[src/inc/gpt_pkg.sv]
package gpt_pkg;

  // ----------------------------------------------------------------
  // Bus geometry and answers
  // ----------------------------------------------------------------
  localparam int          AXIL_AW     = 8;
  localparam int          AXIL_DW     = 32;
  localparam logic [1:0]  RESP_OKAY   = 2'h0;
  localparam logic [1:0]  RESP_SLVERR = 2'h2;

  // ----------------------------------------------------------------
  // Register offsets
  // ----------------------------------------------------------------
  localparam logic [AXIL_AW-1:0] OFS_CTRL   = 8'h00;
  localparam logic [AXIL_AW-1:0] OFS_PERIOD = 8'h04;
  localparam logic [AXIL_AW-1:0] OFS_COUNT  = 8'h08;
  localparam logic [AXIL_AW-1:0] OFS_STATUS = 8'h0c;
  localparam logic [AXIL_AW-1:0] OFS_MASK   = 8'h10;

  // ----------------------------------------------------------------
  // Field positions and reset values
  // ----------------------------------------------------------------
  localparam int          CTRL_RUN_BIT    = 0;
  localparam int          CTRL_MODE_LSB   = 1;
  localparam int          CTRL_PRE_LSB    = 6;
  localparam int          CTRL_POST_LSB   = 9;
  localparam int          CTRL_CLKSEL_BIT = 13;
  localparam int          STAT_EVENT_BIT  = 0;
  localparam int          CNT_W           = 8;
  localparam int          PRE_CNT_W       = 7;
  localparam logic [31:0] CTRL_RST        = 32'h0000_0000;
  localparam logic [7:0]  PERIOD_RST      = 8'hff;
  localparam logic [7:0]  COUNT_RST       = 8'h00;

  // ----------------------------------------------------------------
  // Timing: gate and run enable pass two external timer clock edges, or one edge with the system clock as timer clock.
  // ----------------------------------------------------------------
  localparam int          SYNC_STAGES     = 2;

  // ----------------------------------------------------------------
  // Operating modes
  // ----------------------------------------------------------------
  typedef enum logic [4:0] {
    MODE_SW_GATE = 5'b00000,
    MODE_HW_HIGH = 5'b00001,
    MODE_HW_LOW  = 5'b00010
  } gpt_mode_e;

  // ----------------------------------------------------------------
  // Helpers
  // ----------------------------------------------------------------
  function automatic logic addr_hit(input logic [AXIL_AW-1:0] a);
    addr_hit = (a == OFS_CTRL) || (a == OFS_PERIOD) || (a == OFS_COUNT) ||
               (a == OFS_STATUS) || (a == OFS_MASK);
  endfunction : addr_hit

  function automatic logic [31:0] merge_strb(input logic [31:0] old_v,
                                             input logic [31:0] new_v,
                                             input logic [3:0]  strb);
    for (int i = 0; i < 4; i++) begin
      merge_strb[i*8 +: 8] = strb[i] ? new_v[i*8 +: 8] : old_v[i*8 +: 8];
    end
  endfunction : merge_strb

endpackage : gpt_pkg

[src/rtl/gpt_axil.sv]
`timescale 1ns/1ps
module gpt_axil
  import gpt_pkg::*;
(
  // Clock and reset
  input  wire logic               i_clk,
  input  wire logic               i_srst,
  // Write address and data
  input  wire logic [AXIL_AW-1:0] i_awaddr,
  input  wire logic               i_awvalid,
  output      logic               o_awready,
  input  wire logic [AXIL_DW-1:0] i_wdata,
  input  wire logic [3:0]         i_wstrb,
  input  wire logic               i_wvalid,
  output      logic               o_wready,
  // Write response
  output      logic [1:0]         o_bresp,
  output      logic               o_bvalid,
  input  wire logic               i_bready,
  // Read address and data
  input  wire logic [AXIL_AW-1:0] i_araddr,
  input  wire logic               i_arvalid,
  output      logic               o_arready,
  output      logic [AXIL_DW-1:0] o_rdata,
  output      logic [1:0]         o_rresp,
  output      logic               o_rvalid,
  input  wire logic               i_rready,
  // Register file side
  output      logic               o_wr_en,
  output      logic [AXIL_AW-1:0] o_wr_addr,
  output      logic [AXIL_DW-1:0] o_wr_data,
  output      logic [3:0]         o_wr_strb,
  output      logic [AXIL_AW-1:0] o_rd_addr,
  input  wire logic [AXIL_DW-1:0] i_rd_data
);

  logic               aw_held_q, aw_held_d;
  logic [AXIL_AW-1:0] aw_addr_q, aw_addr_d;
  logic               w_held_q,  w_held_d;
  logic [AXIL_DW-1:0] w_data_q,  w_data_d;
  logic [3:0]         w_strb_q,  w_strb_d;
  logic               bvalid_q,  bvalid_d;
  logic [1:0]         bresp_q,   bresp_d;
  logic               rvalid_q,  rvalid_d;
  logic [AXIL_DW-1:0] rdata_q,   rdata_d;
  logic [1:0]         rresp_q,   rresp_d;
  logic               aw_take, w_take, have_aw, have_w, do_wr, ar_take;

  assign o_awready = ~aw_held_q & ~bvalid_q;
  assign o_wready  = ~w_held_q & ~bvalid_q;
  assign o_arready = ~rvalid_q;
  assign o_bvalid  = bvalid_q;
  assign o_bresp   = bresp_q;
  assign o_rvalid  = rvalid_q;
  assign o_rdata   = rdata_q;
  assign o_rresp   = rresp_q;
  assign o_rd_addr = i_araddr;

  // Address and data may arrive in either order; the write fires once
  // both are held or offered.
  always_comb begin
    aw_take   = i_awvalid & o_awready;
    w_take    = i_wvalid & o_wready;
    have_aw   = aw_held_q | aw_take;
    have_w    = w_held_q | w_take;
    do_wr     = have_aw & have_w;
    o_wr_en   = do_wr;
    o_wr_addr = aw_held_q ? aw_addr_q : i_awaddr;
    o_wr_data = w_held_q ? w_data_q : i_wdata;
    o_wr_strb = w_held_q ? w_strb_q : i_wstrb;
    aw_held_d = have_aw & ~do_wr;
    aw_addr_d = o_wr_addr;
    w_held_d  = have_w & ~do_wr;
    w_data_d  = o_wr_data;
    w_strb_d  = o_wr_strb;
    bvalid_d  = bvalid_q & ~i_bready;
    bresp_d   = bresp_q;
    if (do_wr) begin
      bvalid_d = 1'b1;
      bresp_d  = addr_hit(o_wr_addr) ? RESP_OKAY : RESP_SLVERR;
    end
    ar_take  = i_arvalid & o_arready;
    rvalid_d = rvalid_q & ~i_rready;
    rdata_d  = rdata_q;
    rresp_d  = rresp_q;
    if (ar_take) begin
      rvalid_d = 1'b1;
      rdata_d  = addr_hit(i_araddr) ? i_rd_data : '0;
      rresp_d  = addr_hit(i_araddr) ? RESP_OKAY : RESP_SLVERR;
    end
  end

  always_ff @(posedge i_clk) begin
    if (i_srst) begin
      aw_held_q <= 1'b0;
      aw_addr_q <= '0;
      w_held_q  <= 1'b0;
      w_data_q  <= '0;
      w_strb_q  <= '0;
      bvalid_q  <= 1'b0;
      bresp_q   <= RESP_OKAY;
      rvalid_q  <= 1'b0;
      rdata_q   <= '0;
      rresp_q   <= RESP_OKAY;
    end else begin
      aw_held_q <= aw_held_d;
      aw_addr_q <= aw_addr_d;
      w_held_q  <= w_held_d;
      w_data_q  <= w_data_d;
      w_strb_q  <= w_strb_d;
      bvalid_q  <= bvalid_d;
      bresp_q   <= bresp_d;
      rvalid_q  <= rvalid_d;
      rdata_q   <= rdata_d;
      rresp_q   <= rresp_d;
    end
  end

endmodule : gpt_axil

[src/rtl/gpt_sync.sv]
`timescale 1ns/1ps
module gpt_sync
  import gpt_pkg::*;
#(
  parameter int W = 1
) (
  // Clock and reset
  input  wire logic         i_clk,
  input  wire logic         i_srst,
  // Asynchronous level in, synchronised level out
  input  wire logic [W-1:0] i_d,
  output      logic [W-1:0] o_q
);

  logic [W-1:0] meta_q;
  logic [W-1:0] sync_q;

  // Only the second stage reads the first.
  always_ff @(posedge i_clk) begin
    if (i_srst) begin
      meta_q <= '0;
      sync_q <= '0;
    end else begin
      meta_q <= i_d;
      sync_q <= meta_q;
    end
  end

  assign o_q = sync_q;

endmodule : gpt_sync

[src/rtl/gpt_top.sv]
// Implementation choices: the address map and the AXI4-Lite register port.
`timescale 1ns/1ps
module gpt_top
  import gpt_pkg::*;
(
  // Clock and reset
  input  wire logic               I_CLK,
  input  wire logic               I_SRST,
  // AXI4-Lite write channels
  input  wire logic [AXIL_AW-1:0] I_AWADDR,
  input  wire logic               I_AWVALID,
  output      logic               O_AWREADY,
  input  wire logic [AXIL_DW-1:0] I_WDATA,
  input  wire logic [3:0]         I_WSTRB,
  input  wire logic               I_WVALID,
  output      logic               O_WREADY,
  output      logic [1:0]         O_BRESP,
  output      logic               O_BVALID,
  input  wire logic               I_BREADY,
  // AXI4-Lite read channels
  input  wire logic [AXIL_AW-1:0] I_ARADDR,
  input  wire logic               I_ARVALID,
  output      logic               O_ARREADY,
  output      logic [AXIL_DW-1:0] O_RDATA,
  output      logic [1:0]         O_RRESP,
  output      logic               O_RVALID,
  input  wire logic               I_RREADY,
  // Timer clock and gate pins
  input  wire logic               I_TIMER_CLOCK_INPUT,
  input  wire logic               I_EXTERNAL_GATE_INPUT,
  // Time base for the PWM consumer
  output      logic [CNT_W-1:0]   O_COUNT_VALUE,
  output      logic               O_PERIOD_MATCH,
  output      logic               O_POSTSCALED_MATCH_PULSE,
  // Interrupt
  output      logic               O_IRQ
);

  // ----------------------------------------------------------------
  // Bus slave
  // ----------------------------------------------------------------
  logic               wr_en;
  logic [AXIL_AW-1:0] wr_addr;
  logic [AXIL_DW-1:0] wr_data;
  logic [3:0]         wr_strb;
  logic [AXIL_AW-1:0] rd_addr;
  logic [AXIL_DW-1:0] rd_data;

  gpt_axil u_axil (
    .i_clk     (I_CLK),
    .i_srst    (I_SRST),
    .i_awaddr  (I_AWADDR),
    .i_awvalid (I_AWVALID),
    .o_awready (O_AWREADY),
    .i_wdata   (I_WDATA),
    .i_wstrb   (I_WSTRB),
    .i_wvalid  (I_WVALID),
    .o_wready  (O_WREADY),
    .o_bresp   (O_BRESP),
    .o_bvalid  (O_BVALID),
    .i_bready  (I_BREADY),
    .i_araddr  (I_ARADDR),
    .i_arvalid (I_ARVALID),
    .o_arready (O_ARREADY),
    .o_rdata   (O_RDATA),
    .o_rresp   (O_RRESP),
    .o_rvalid  (O_RVALID),
    .i_rready  (I_RREADY),
    .o_wr_en   (wr_en),
    .o_wr_addr (wr_addr),
    .o_wr_data (wr_data),
    .o_wr_strb (wr_strb),
    .o_rd_addr (rd_addr),
    .i_rd_data (rd_data)
  );

  // ----------------------------------------------------------------
  // Register file
  // ----------------------------------------------------------------
  logic [31:0]      ctrl_q, ctrl_d;
  logic [7:0]       period_q, period_d;
  logic             flag_q, flag_d;
  logic             mask_q, mask_d;
  logic             post_pulse_q;
  logic             run_bit;
  gpt_mode_e        mode;
  logic [2:0]       pre_sel;
  logic [3:0]       post_sel;
  logic             clk_sel;
  logic [31:0]      ctrl_w;

  assign run_bit  = ctrl_q[CTRL_RUN_BIT];
  assign mode     = gpt_mode_e'(ctrl_q[CTRL_MODE_LSB +: 5]);
  assign pre_sel  = ctrl_q[CTRL_PRE_LSB +: 3];
  assign post_sel = ctrl_q[CTRL_POST_LSB +: 4];
  assign clk_sel  = ctrl_q[CTRL_CLKSEL_BIT];

  always_comb begin
    ctrl_w   = merge_strb(ctrl_q, wr_data, wr_strb);
    ctrl_d   = ctrl_q;
    period_d = period_q;
    mask_d   = mask_q;
    flag_d   = flag_q;
    if (wr_en && wr_addr == OFS_CTRL) begin
      ctrl_d = ctrl_w & 32'h0000_3fff;
    end
    if (wr_en && wr_addr == OFS_PERIOD && wr_strb[0]) begin
      period_d = wr_data[7:0];
    end
    if (wr_en && wr_addr == OFS_MASK && wr_strb[0]) begin
      mask_d = wr_data[STAT_EVENT_BIT];
    end
    if (wr_en && wr_addr == OFS_STATUS && wr_strb[0] && wr_data[STAT_EVENT_BIT]) begin
      flag_d = 1'b0;
    end
    // A new event in the clearing cycle wins over the clear.
    if (post_pulse_q) begin
      flag_d = 1'b1;
    end
  end

  always_ff @(posedge I_CLK) begin
    if (I_SRST) begin
      ctrl_q   <= CTRL_RST;
      period_q <= PERIOD_RST;
      flag_q   <= 1'b0;
      mask_q   <= 1'b0;
    end else begin
      ctrl_q   <= ctrl_d;
      period_q <= period_d;
      flag_q   <= flag_d;
      mask_q   <= mask_d;
    end
  end

  logic [CNT_W-1:0] count_q, count_d;

  always_comb begin
    rd_data = '0;
    case (rd_addr)
      OFS_CTRL:   rd_data = ctrl_q;
      OFS_PERIOD: rd_data = {24'h0, period_q};
      OFS_COUNT:  rd_data = {24'h0, count_q};
      OFS_STATUS: rd_data = {31'h0, flag_q};
      OFS_MASK:   rd_data = {31'h0, mask_q};
      default:    rd_data = '0;
    endcase
  end

  assign O_IRQ = flag_q & mask_q;

  // ----------------------------------------------------------------
  // Pin synchronisers
  // ----------------------------------------------------------------
  logic tclk_s;
  logic gate_s;

  gpt_sync #(.W(2)) u_sync (
    .i_clk  (I_CLK),
    .i_srst (I_SRST),
    .i_d    ({I_TIMER_CLOCK_INPUT, I_EXTERNAL_GATE_INPUT}),
    .o_q    ({tclk_s, gate_s})
  );

  // ----------------------------------------------------------------
  // Timer clock edges and enable alignment
  // ----------------------------------------------------------------
  logic       tclk_prev_q, tclk_prev_d;
  logic       tick;
  logic [1:0] run_pipe_q, run_pipe_d;
  logic [1:0] gate_pipe_q, gate_pipe_d;
  logic       run_eff;
  logic       gate_eff;
  logic       gate_ok;
  logic       count_en;

  always_comb begin
    tclk_prev_d = tclk_s;
    // The system clock as timer clock ticks on every cycle.
    tick        = clk_sel ? 1'b1 : (tclk_s & ~tclk_prev_q);
    run_pipe_d  = run_pipe_q;
    gate_pipe_d = gate_pipe_q;
    if (tick) begin
      run_pipe_d  = {run_pipe_q[0], run_bit};
      gate_pipe_d = {gate_pipe_q[0], gate_s};
    end
    if (clk_sel) begin
      run_eff  = run_pipe_q[0];
      gate_eff = gate_pipe_q[0];
    end else begin
      run_eff  = run_pipe_q[SYNC_STAGES-1];
      gate_eff = gate_pipe_q[SYNC_STAGES-1];
    end
    case (mode)
      MODE_SW_GATE: gate_ok = 1'b1;
      MODE_HW_HIGH: gate_ok = gate_eff;
      MODE_HW_LOW:  gate_ok = ~gate_eff;
      default:      gate_ok = 1'b0;
    endcase
    count_en = run_eff & gate_ok;
  end

  always_ff @(posedge I_CLK) begin
    if (I_SRST) begin
      tclk_prev_q <= 1'b0;
      run_pipe_q  <= '0;
      gate_pipe_q <= '0;
    end else begin
      tclk_prev_q <= tclk_prev_d;
      run_pipe_q  <= run_pipe_d;
      gate_pipe_q <= gate_pipe_d;
    end
  end

  // ----------------------------------------------------------------
  // Prescaler, counter and postscaler
  // ----------------------------------------------------------------
  logic [PRE_CNT_W-1:0] pre_cnt_q, pre_cnt_d;
  logic [PRE_CNT_W-1:0] pre_limit;
  logic                 pre_tick;
  logic                 match;
  logic [3:0]           post_cnt_q, post_cnt_d;
  logic                 post_pulse_d;
  logic                 period_match_q, period_match_d;

  always_comb begin
    // Ratio 2^pre_sel; zero gives 1:1.
    pre_limit      = PRE_CNT_W'((8'h01 << pre_sel) - 8'h01);
    pre_cnt_d      = pre_cnt_q;
    pre_tick       = 1'b0;
    count_d        = count_q;
    post_cnt_d     = post_cnt_q;
    post_pulse_d   = 1'b0;
    period_match_d = 1'b0;
    match          = (count_q == period_q);
    // A paused counter simply holds, so the PWM period and high phase
    // stretch by exactly the paused time.
    if (tick && count_en) begin
      if (pre_cnt_q >= pre_limit) begin
        pre_cnt_d = '0;
        pre_tick  = 1'b1;
      end else begin
        pre_cnt_d = pre_cnt_q + 7'h01;
      end
    end
    if (pre_tick) begin
      if (match) begin
        count_d        = COUNT_RST;
        period_match_d = 1'b1;
        if (post_cnt_q >= post_sel) begin
          post_cnt_d   = 4'h0;
          post_pulse_d = 1'b1;
        end else begin
          post_cnt_d = post_cnt_q + 4'h1;
        end
      end else begin
        count_d = count_q + 8'h01;
      end
    end
  end

  always_ff @(posedge I_CLK) begin
    if (I_SRST) begin
      pre_cnt_q      <= '0;
      count_q        <= COUNT_RST;
      post_cnt_q     <= 4'h0;
      post_pulse_q   <= 1'b0;
      period_match_q <= 1'b0;
    end else begin
      pre_cnt_q      <= pre_cnt_d;
      count_q        <= count_d;
      post_cnt_q     <= post_cnt_d;
      post_pulse_q   <= post_pulse_d;
      period_match_q <= period_match_d;
    end
  end

  assign O_COUNT_VALUE            = count_q;
  assign O_PERIOD_MATCH           = period_match_q;
  assign O_POSTSCALED_MATCH_PULSE = post_pulse_q;

endmodule : gpt_top

[config.mk]
export PLATFORM = sky130hd
export DESIGN_NAME = gpt_top
export DESIGN_NICKNAME = d
export VERILOG_FILES = /design/src/inc/gpt_pkg.sv /design/src/rtl/gpt_axil.sv /design/src/rtl/gpt_sync.sv /design/src/rtl/gpt_top.sv
export SDC_FILE = /design/constraint.sdc
export NUM_CORES = 1
export LEC_CHECK = 0
export BUFFER_PORTS_ARGS = -buffer_cell sky130_fd_sc_hd__buf_4
export CORE_ASPECT_RATIO = 0.5
export CORE_UTILIZATION = 40
export DETAILED_ROUTE_END_ITERATION = 8
export PLACE_DENSITY = 0.76
export REMOVE_ABC_BUFFERS = 1
export SLEW_MARGIN = 20
export SYNTH_ARGS = -nofsm -noshare
export SYNTH_HDL_FRONTEND = slang
export SYNTH_SLANG_ARGS = --single-unit
export TNS_END_PERCENT = 1
[constraint.sdc]
create_clock -name I_CLK -period 2 [get_ports I_CLK]
set_input_delay 0 -clock I_CLK [delete_from_list [all_inputs] [get_ports I_CLK]]
set_output_delay 0 -clock I_CLK [all_outputs]
set_load 0.01 [all_outputs]
# Yosys cells after proc, flatten, opt, wreduce, memory -nomap -nowiden
# Index checks and enable logic that the tools add are counted.
# W data, S select, Z words.
[totals] ff_bits=118 latch_bits=0 ram_bits=0 rom_bits=0 input_bits=61 out_inout_bits=52 wordCells=117 mem_count=0
[classes] addsub=4 mul=0 n_div=0 magnitude_cmp=2 n_eq_ne=11 shift=1 muxes=22 n_bitwise=26 reduce_logical=26
[op_table] operator="$pmux W14 S5" n=1
[op_table] operator="$eq A8 B4 Y1 const B" n=4
[op_table] operator="$mux W14" n=2
[op_table] operator="$eq A8 B3 Y1 const B" n=2
[op_table] operator="$eq A8 B5 Y1 const B" n=2
[op_table] operator="$logic_not A8 Y1" n=2
[op_table] operator="$mux W8" n=2
[op_table] operator="$and A1 B1 Y1" n=13
[op_table] operator="$mux W1" n=11
[op_table] operator="$not A1 Y1" n=11
[op_table] operator="$logic_and A1 B1 Y1" n=9
[op_table] operator="$add A8 B1 Y8 const B" n=1
[op_table] operator="$eq A8 B8 Y1" n=1
[op_table] operator="$logic_or A1 B1 Y1" n=8
[op_table] operator="$add A7 B1 Y7 const B" n=1
[op_table] operator="$ge A7 B7 Y1" n=1
[op_table] operator="$mux W7" n=1
[op_table] operator="$shl A1 B3 Y7 const A" n=1
[op_table] operator="$sub A7 B1 Y7 const B" n=1
[op_table] operator="$mux W2" n=3
[op_table] operator="$reduce_and A2 Y1" n=3
[op_table] operator="$eq A5 B1 Y1 const B" n=1
[op_table] operator="$eq A5 B2 Y1 const B" n=1
[op_table] operator="$logic_not A5 Y1" n=1
[op_table] operator="other kinds (8)" n=9

# Logic depth before layout (Yosys ltp)
[depth] ltp_word=10 mapped_depth=8 depth_no_buf=7

# Hierarchy
# A second synthesis with hierarchy kept.
[hier_totals] hier_cells=632 area_unflattened_um2=6281.0
[modules_own_cells] module="gpt_axil" n_inst=1 cells_per_inst=299 area_each_um2=3354.5 seq_area_each_um2=1641.6
[modules_own_cells] module="gpt_top" n_inst=1 cells_per_inst=325 area_each_um2=2821.5 seq_area_each_um2=1001.0
[modules_own_cells] module="gpt_sync" n_inst=1 cells_per_inst=8 area_each_um2=105.1 seq_area_each_um2=80.1

# Worst setup path before layout
# No wires, ideal clock.
[synth_path] kind="flip-flop to flip-flop" from="register ctrl_q[8]" to="register count_q[2] (netlist: O_COUNT_VALUE[2])" t_arrival_ns=2.053 required_time_ns=1.938 path_slack_ns=-0.116 stages_incl_launch_ff=8 path_buffers=0 synth_period_minus_slack_ns=2.116 path_cell_list="dfxtp_1 > or3_1 > ha_1 > nand2b_1 > a31oi_1 > o21a_1 > nor3_1 > a32o_1"
[synth_via] elab_chain_len=5
[synth_lines] item="start: declaration" line="gpt_top.sv:80" text="logic [31:0] ctrl_q, ctrl_d;"
[synth_lines] item="start signal: assignment" line="gpt_top.sv:129" text="ctrl_q <= ctrl_d;"
[synth_lines] item="$shl A1 B3 Y7" line="gpt_top.sv:228" text="pre_limit = PRE_CNT_W'((8'h01 << pre_sel) - 8'h01);"
[synth_lines] item="$sub A7 B1 Y7" line="gpt_top.sv:228"
[synth_lines] item="$ge A7 B7 Y1" line="gpt_top.sv:239" text="if (pre_cnt_q >= pre_limit) begin"
[synth_lines] item="$mux W1" line="gpt_top.sv:239"
[synth_lines] item="$mux W1" line="gpt_top.sv:238" text="if (tick && count_en) begin"
[synth_lines] item="end signal: assignment" line="gpt_top.sv:271" text="count_q <= count_d;"
[synth_lines] item="end: declaration" line="gpt_top.sv:136" text="logic [CNT_W-1:0] count_q, count_d;"
# Every way passes these cells.
# A chain may end at the register's enable or synchronous reset.

# Worst setup path in the final report
[layout_path] from="register ctrl_q[8]" to="register post_cnt_q[0]"
[layout_via] elab_chain_len=6
[layout_lines] item="$shl A1 B3 Y7" line="gpt_top.sv:228"
[layout_lines] item="$sub A7 B1 Y7" line="gpt_top.sv:228"
[layout_lines] item="$ge A7 B7 Y1" line="gpt_top.sv:239"
[layout_lines] item="$mux W1" line="gpt_top.sv:239"
[layout_lines] item="$mux W1" line="gpt_top.sv:238"
[layout_lines] item="$reduce_and A2 Y1 (no source line)"
[layout_lines] item="end signal: assignment" line="gpt_top.sv:272" text="post_cnt_q <= post_cnt_d;"
[layout_lines] item="end: declaration" line="gpt_top.sv:222" text="logic [3:0] post_cnt_q, post_cnt_d;"
# Every way passes these cells.

==> results.sh <==
export IMPL_path_max_fanout=6
export IMPL_r2r_setup_slack_ns=-0.25
export IMPL_drc=0
export IMPL_cp_required_ns=2.28
export IMPL_die_h_um=78.46
export IMPL_ir_worst_vdd_mv=0.4608
export IMPL_rsz0062_at_grt="yes"
export IMPL_synth_cell_area_um2=4677
export IMPL_cts_tree="built"
export IMPL_synth_edf_count=0
export IMPL_rows=27
export IMPL_path_class="flip-flop to flip-flop"
export IMPL_synth_top_area_cell="dfxtp_1"
export IMPL_fmax_ghz=0.4446
export IMPL_overflow=0
export IMPL_drv_slew=0
export IMPL_ant_nets=0
export IMPL_hold_depth=4
export IMPL_power_switching_share=0.2193
export IMPL_grt_start_max_net_pins=59
export IMPL_reg2reg_depth=8
export IMPL_nets=720
export IMPL_cp_end_kind="flip-flop"
export IMPL_async_flop_share=0
export IMPL_cts_sinks=98
export IMPL_dpl_cell_count=762
export IMPL_num_vias=4266
export IMPL_avgSynthCellArea_um2=9.261
export IMPL_numCtsBuffers=9
export IMPL_hold_violations=0
export IMPL_cp_start_kind="flip-flop"
export IMPL_grt_pass1_wl_um=20040
export IMPL_synth_seq_cells=98
export IMPL_yosys_warnings=0
export IMPL_internal_power_w=0.003563
export IMPL_dp_hpwl_um=8288
export IMPL_worst_clock_skew_ns=0.007884
export IMPL_clockRootBuffer="clkbuf_16"
export IMPL_drv_cap=0
export IMPL_min_delay_path_class="primary input to flip-flop"
export IMPL_whs_endpoint="period_q[0]"
export IMPL_regArea_um2=1964
export IMPL_outcome="complete, but fails checks"
export IMPL_maxSlewHeadroom=0.5882
export IMPL_post_route_period_util=1.125
export IMPL_track_usage=0.2069
export IMPL_setup_violations=18
export IMPL_p_per_area_nw_per_um2=709.0
export IMPL_grt_pass1_vias=4109
export IMPL_design_power_total_w=0.004564
export IMPL_timing_final_ws_setup_ns=-0.2491
export IMPL_yosys_top_cells_area="dfxtp_1 (42%), mux2i_1 (7.3%), nor2_1 (4.1%), mux2_2 (4.1%), ha_1 (3.7%)"
export IMPL_switchingPower_w=0.001001
export IMPL_fillers=891
export IMPL_p_comb_frac=0.095
export IMPL_start_util=0.4183
export IMPL_antenna_cells=0
export IMPL_ys_top_cells_by_count="dfxtp_1 (98), nor2_1 (51), mux2i_1 (34)"
export IMPL_p_leak_nw=2.646
export IMPL_die_w_um=154.9
export IMPL_dr_pass1_iters=5
export IMPL_syn_inst=505
export IMPL_die_area_um2=12160
export IMPL_multiInputGateArea_um2=2577
export IMPL_violations="negative setup slack"
export IMPL_clk_latency_ns=0.35
export IMPL_clk_pin_slew_worst_paths_ns=0.07
export IMPL_place_congestion=0.8772
export IMPL_synth_top_area_frac=0.4195
export IMPL_r2r_start="ctrl_q[8]"
export IMPL_clkPwrFrac=0.461
export IMPL_yosysMostFrequentCell="dfxtp_1"
export IMPL_wire_per_inst_um=15.36
export IMPL_io_pins=113
export IMPL_pwr_share_seq=0.444
export IMPL_htreeDepth=3
export IMPL_synth_seq_area_share=0.4195
export IMPL_port_buffers=72
export IMPL_drt_total_wl_um=12420
export IMPL_drtIter0Drc=307
export IMPL_synth_cell_types=56
export IMPL_final_cells=809
export IMPL_regToRegEndpoint="post_cnt_q[0]"
export IMPL_worstHoldStart="I_WDATA[0]"
export IMPL_final_layout_size_suffix_gt1_frac=0.2815
export IMPL_cp_arrival_ns=2.53
export IMPL_fp_coreArea_um2=11180
export IMPL_fin_crit_ns=2.249
export IMPL_tightest_slew_ns=0.6162
export IMPL_vias_per_cell=5.273
export IMPL_cts_path_max_buffers=2
export IMPL_antenna_found_initial=0
export IMPL_syn2layout_area_growth_pct=37.64
export IMPL_synth_ff_type="dfxtp_1"
## flip-flops by register name (all words and copies together) (netlist names), 4 cells and up
| name | cells |
|---|---|
| ctrl_q | 14 |
| pre_cnt_q | 7 |
| u_axil.aw_addr_q | 8 |
| u_axil.w_data_q | 14 |
| O_COUNT_VALUE | 8 |
| u_axil.o_rdata | 14 |
| post_cnt_q | 4 |
| period_q | 8 |
## metrics by stage
step	setup WS (ns)	TNS (ns)	hold WS (ns)	util	instance area, um2
2_1_floorplan	-0.4704	-7.438	0.06907	-	4476
3_3_place_gp	-0.2637	-3.387	0.1860	0.5053	5650
3_5_place_dp	-0.3493	-4.401	0.1940	0.5053	5650
4_1_cts	-0.2108	-1.782	0.03574	0.5672	6342
5_1_grt	-0.2853	-3.779	0.07095	0.5757	6437
6_report	-0.2491	-1.319	0.03726	0.5757	6437
## timing repair
item	4_1_cts	5_1_grt
endpoints found under the setup margin	24	28
setup buffers	1	1
pin swaps	11	8
hold buffers	29	0
hold endpoints to repair	27	0
resized for setup	7	20
## layer usage
| layer | global-route usage | up-vias | wire, um |
|---|---|---|---|
| li1 | - | 2052 | - |
| met1 | 0.2675 | 2050 | 5578 |
| met2 | 0.3514 | 146 | 6035 |
| met3 | 0.04141 | 18 | 672 |
| met4 | 0.05644 | 0 | 137 |
| met5 | 0 | - | 0 |
## how the worst max path moves through the flow
stage | startpoint | endpoint | slack, ns | cells after the start
2_1_floorplan | u_axil.w_held_q | ctrl_q[10] | -0.47 | 4
3_3_place_gp | ctrl_q[8] | O_COUNT_VALUE[6] | -0.26 | 7
3_5_place_dp | ctrl_q[8] | O_COUNT_VALUE[5] | -0.35 | 7
4_1_cts | ctrl_q[6] | post_cnt_q[0] | -0.21 | 8
5_1_grt | ctrl_q[8] | post_cnt_q[0] | -0.29 | 9
6_report | ctrl_q[8] | post_cnt_q[0] | -0.25 | 8
## cell type report
| class | count | area share |
|---|---|---|
| Tap cell | 159 | 0.03090 |
| Sequential cell | 98 | 0.3052 |
| Inverter | 11 | 0.006414 |
| Timing Repair Buffer | 156 | 0.2002 |
| Clock buffer | 9 | 0.03499 |
| Clock inverter | 7 | 0.02196 |
| Multi-Input combinational cell | 369 | 0.4004 |
## power groups by stage
stage	Sequential (W)	Clock, W	Combinational [W]
3_5_place_dp	0.00207	0	0.000378
4_1_cts	0.00202	0.00211	0.000427
3_3_place_gp	0.00206	0	0.000370
6_report	0.00202	0.00211	0.000434
2_1_floorplan	0.00208	0	0.000159
5_1_grt	0.00203	0.00222	0.000473
## worst max-delay path: stages, from the launching register on
cell and delay, ns:
dfxtp_2 0.32, or3_4 0.40, ha_4 0.27, nand2b_4 0.12, a31oi_4 0.08, o21a_1 0.21
buf_6 0.14, or4b_4 0.51, a21oi_2 0.14
## cell usage in the layout, fill, tap and decap left out, types with 7 or more instances in the layout
master         instances
and3_1                 7
clkbuf_16              9
nand3_1               15
nand4_1                8
xor2_1                11
nor2_1                50
nor2b_1               23
mux2i_1               33
buf_4                122
nor3_1                11
dfxtp_1               96
conb_1                20
mux2_2                17
nand2_1               27
ha_1                  13
o311ai_0               7
a22oi_1                7
dlygate4sd3_1         29
inv_1                 10
a21oi_1               20
o21ai_0               24
## kinds of logic (layout without fill, tap and decap cells)
family                     after synthesis  after routing  synth area share
xor gates and xnor gates                12             12           0.02247
and+or+nand+nor                        178            178            0.2020
DFF                                     98             98            0.4195
buffers and inverters                   57            183           0.06715
other                                    1             20         0.0008018
muxes                                   53             53            0.1215
adders and majority gates               14             14           0.03745
AOI/OAI and AO/OA                       92             92            0.1292
Power figures use the tool's default switching activity.
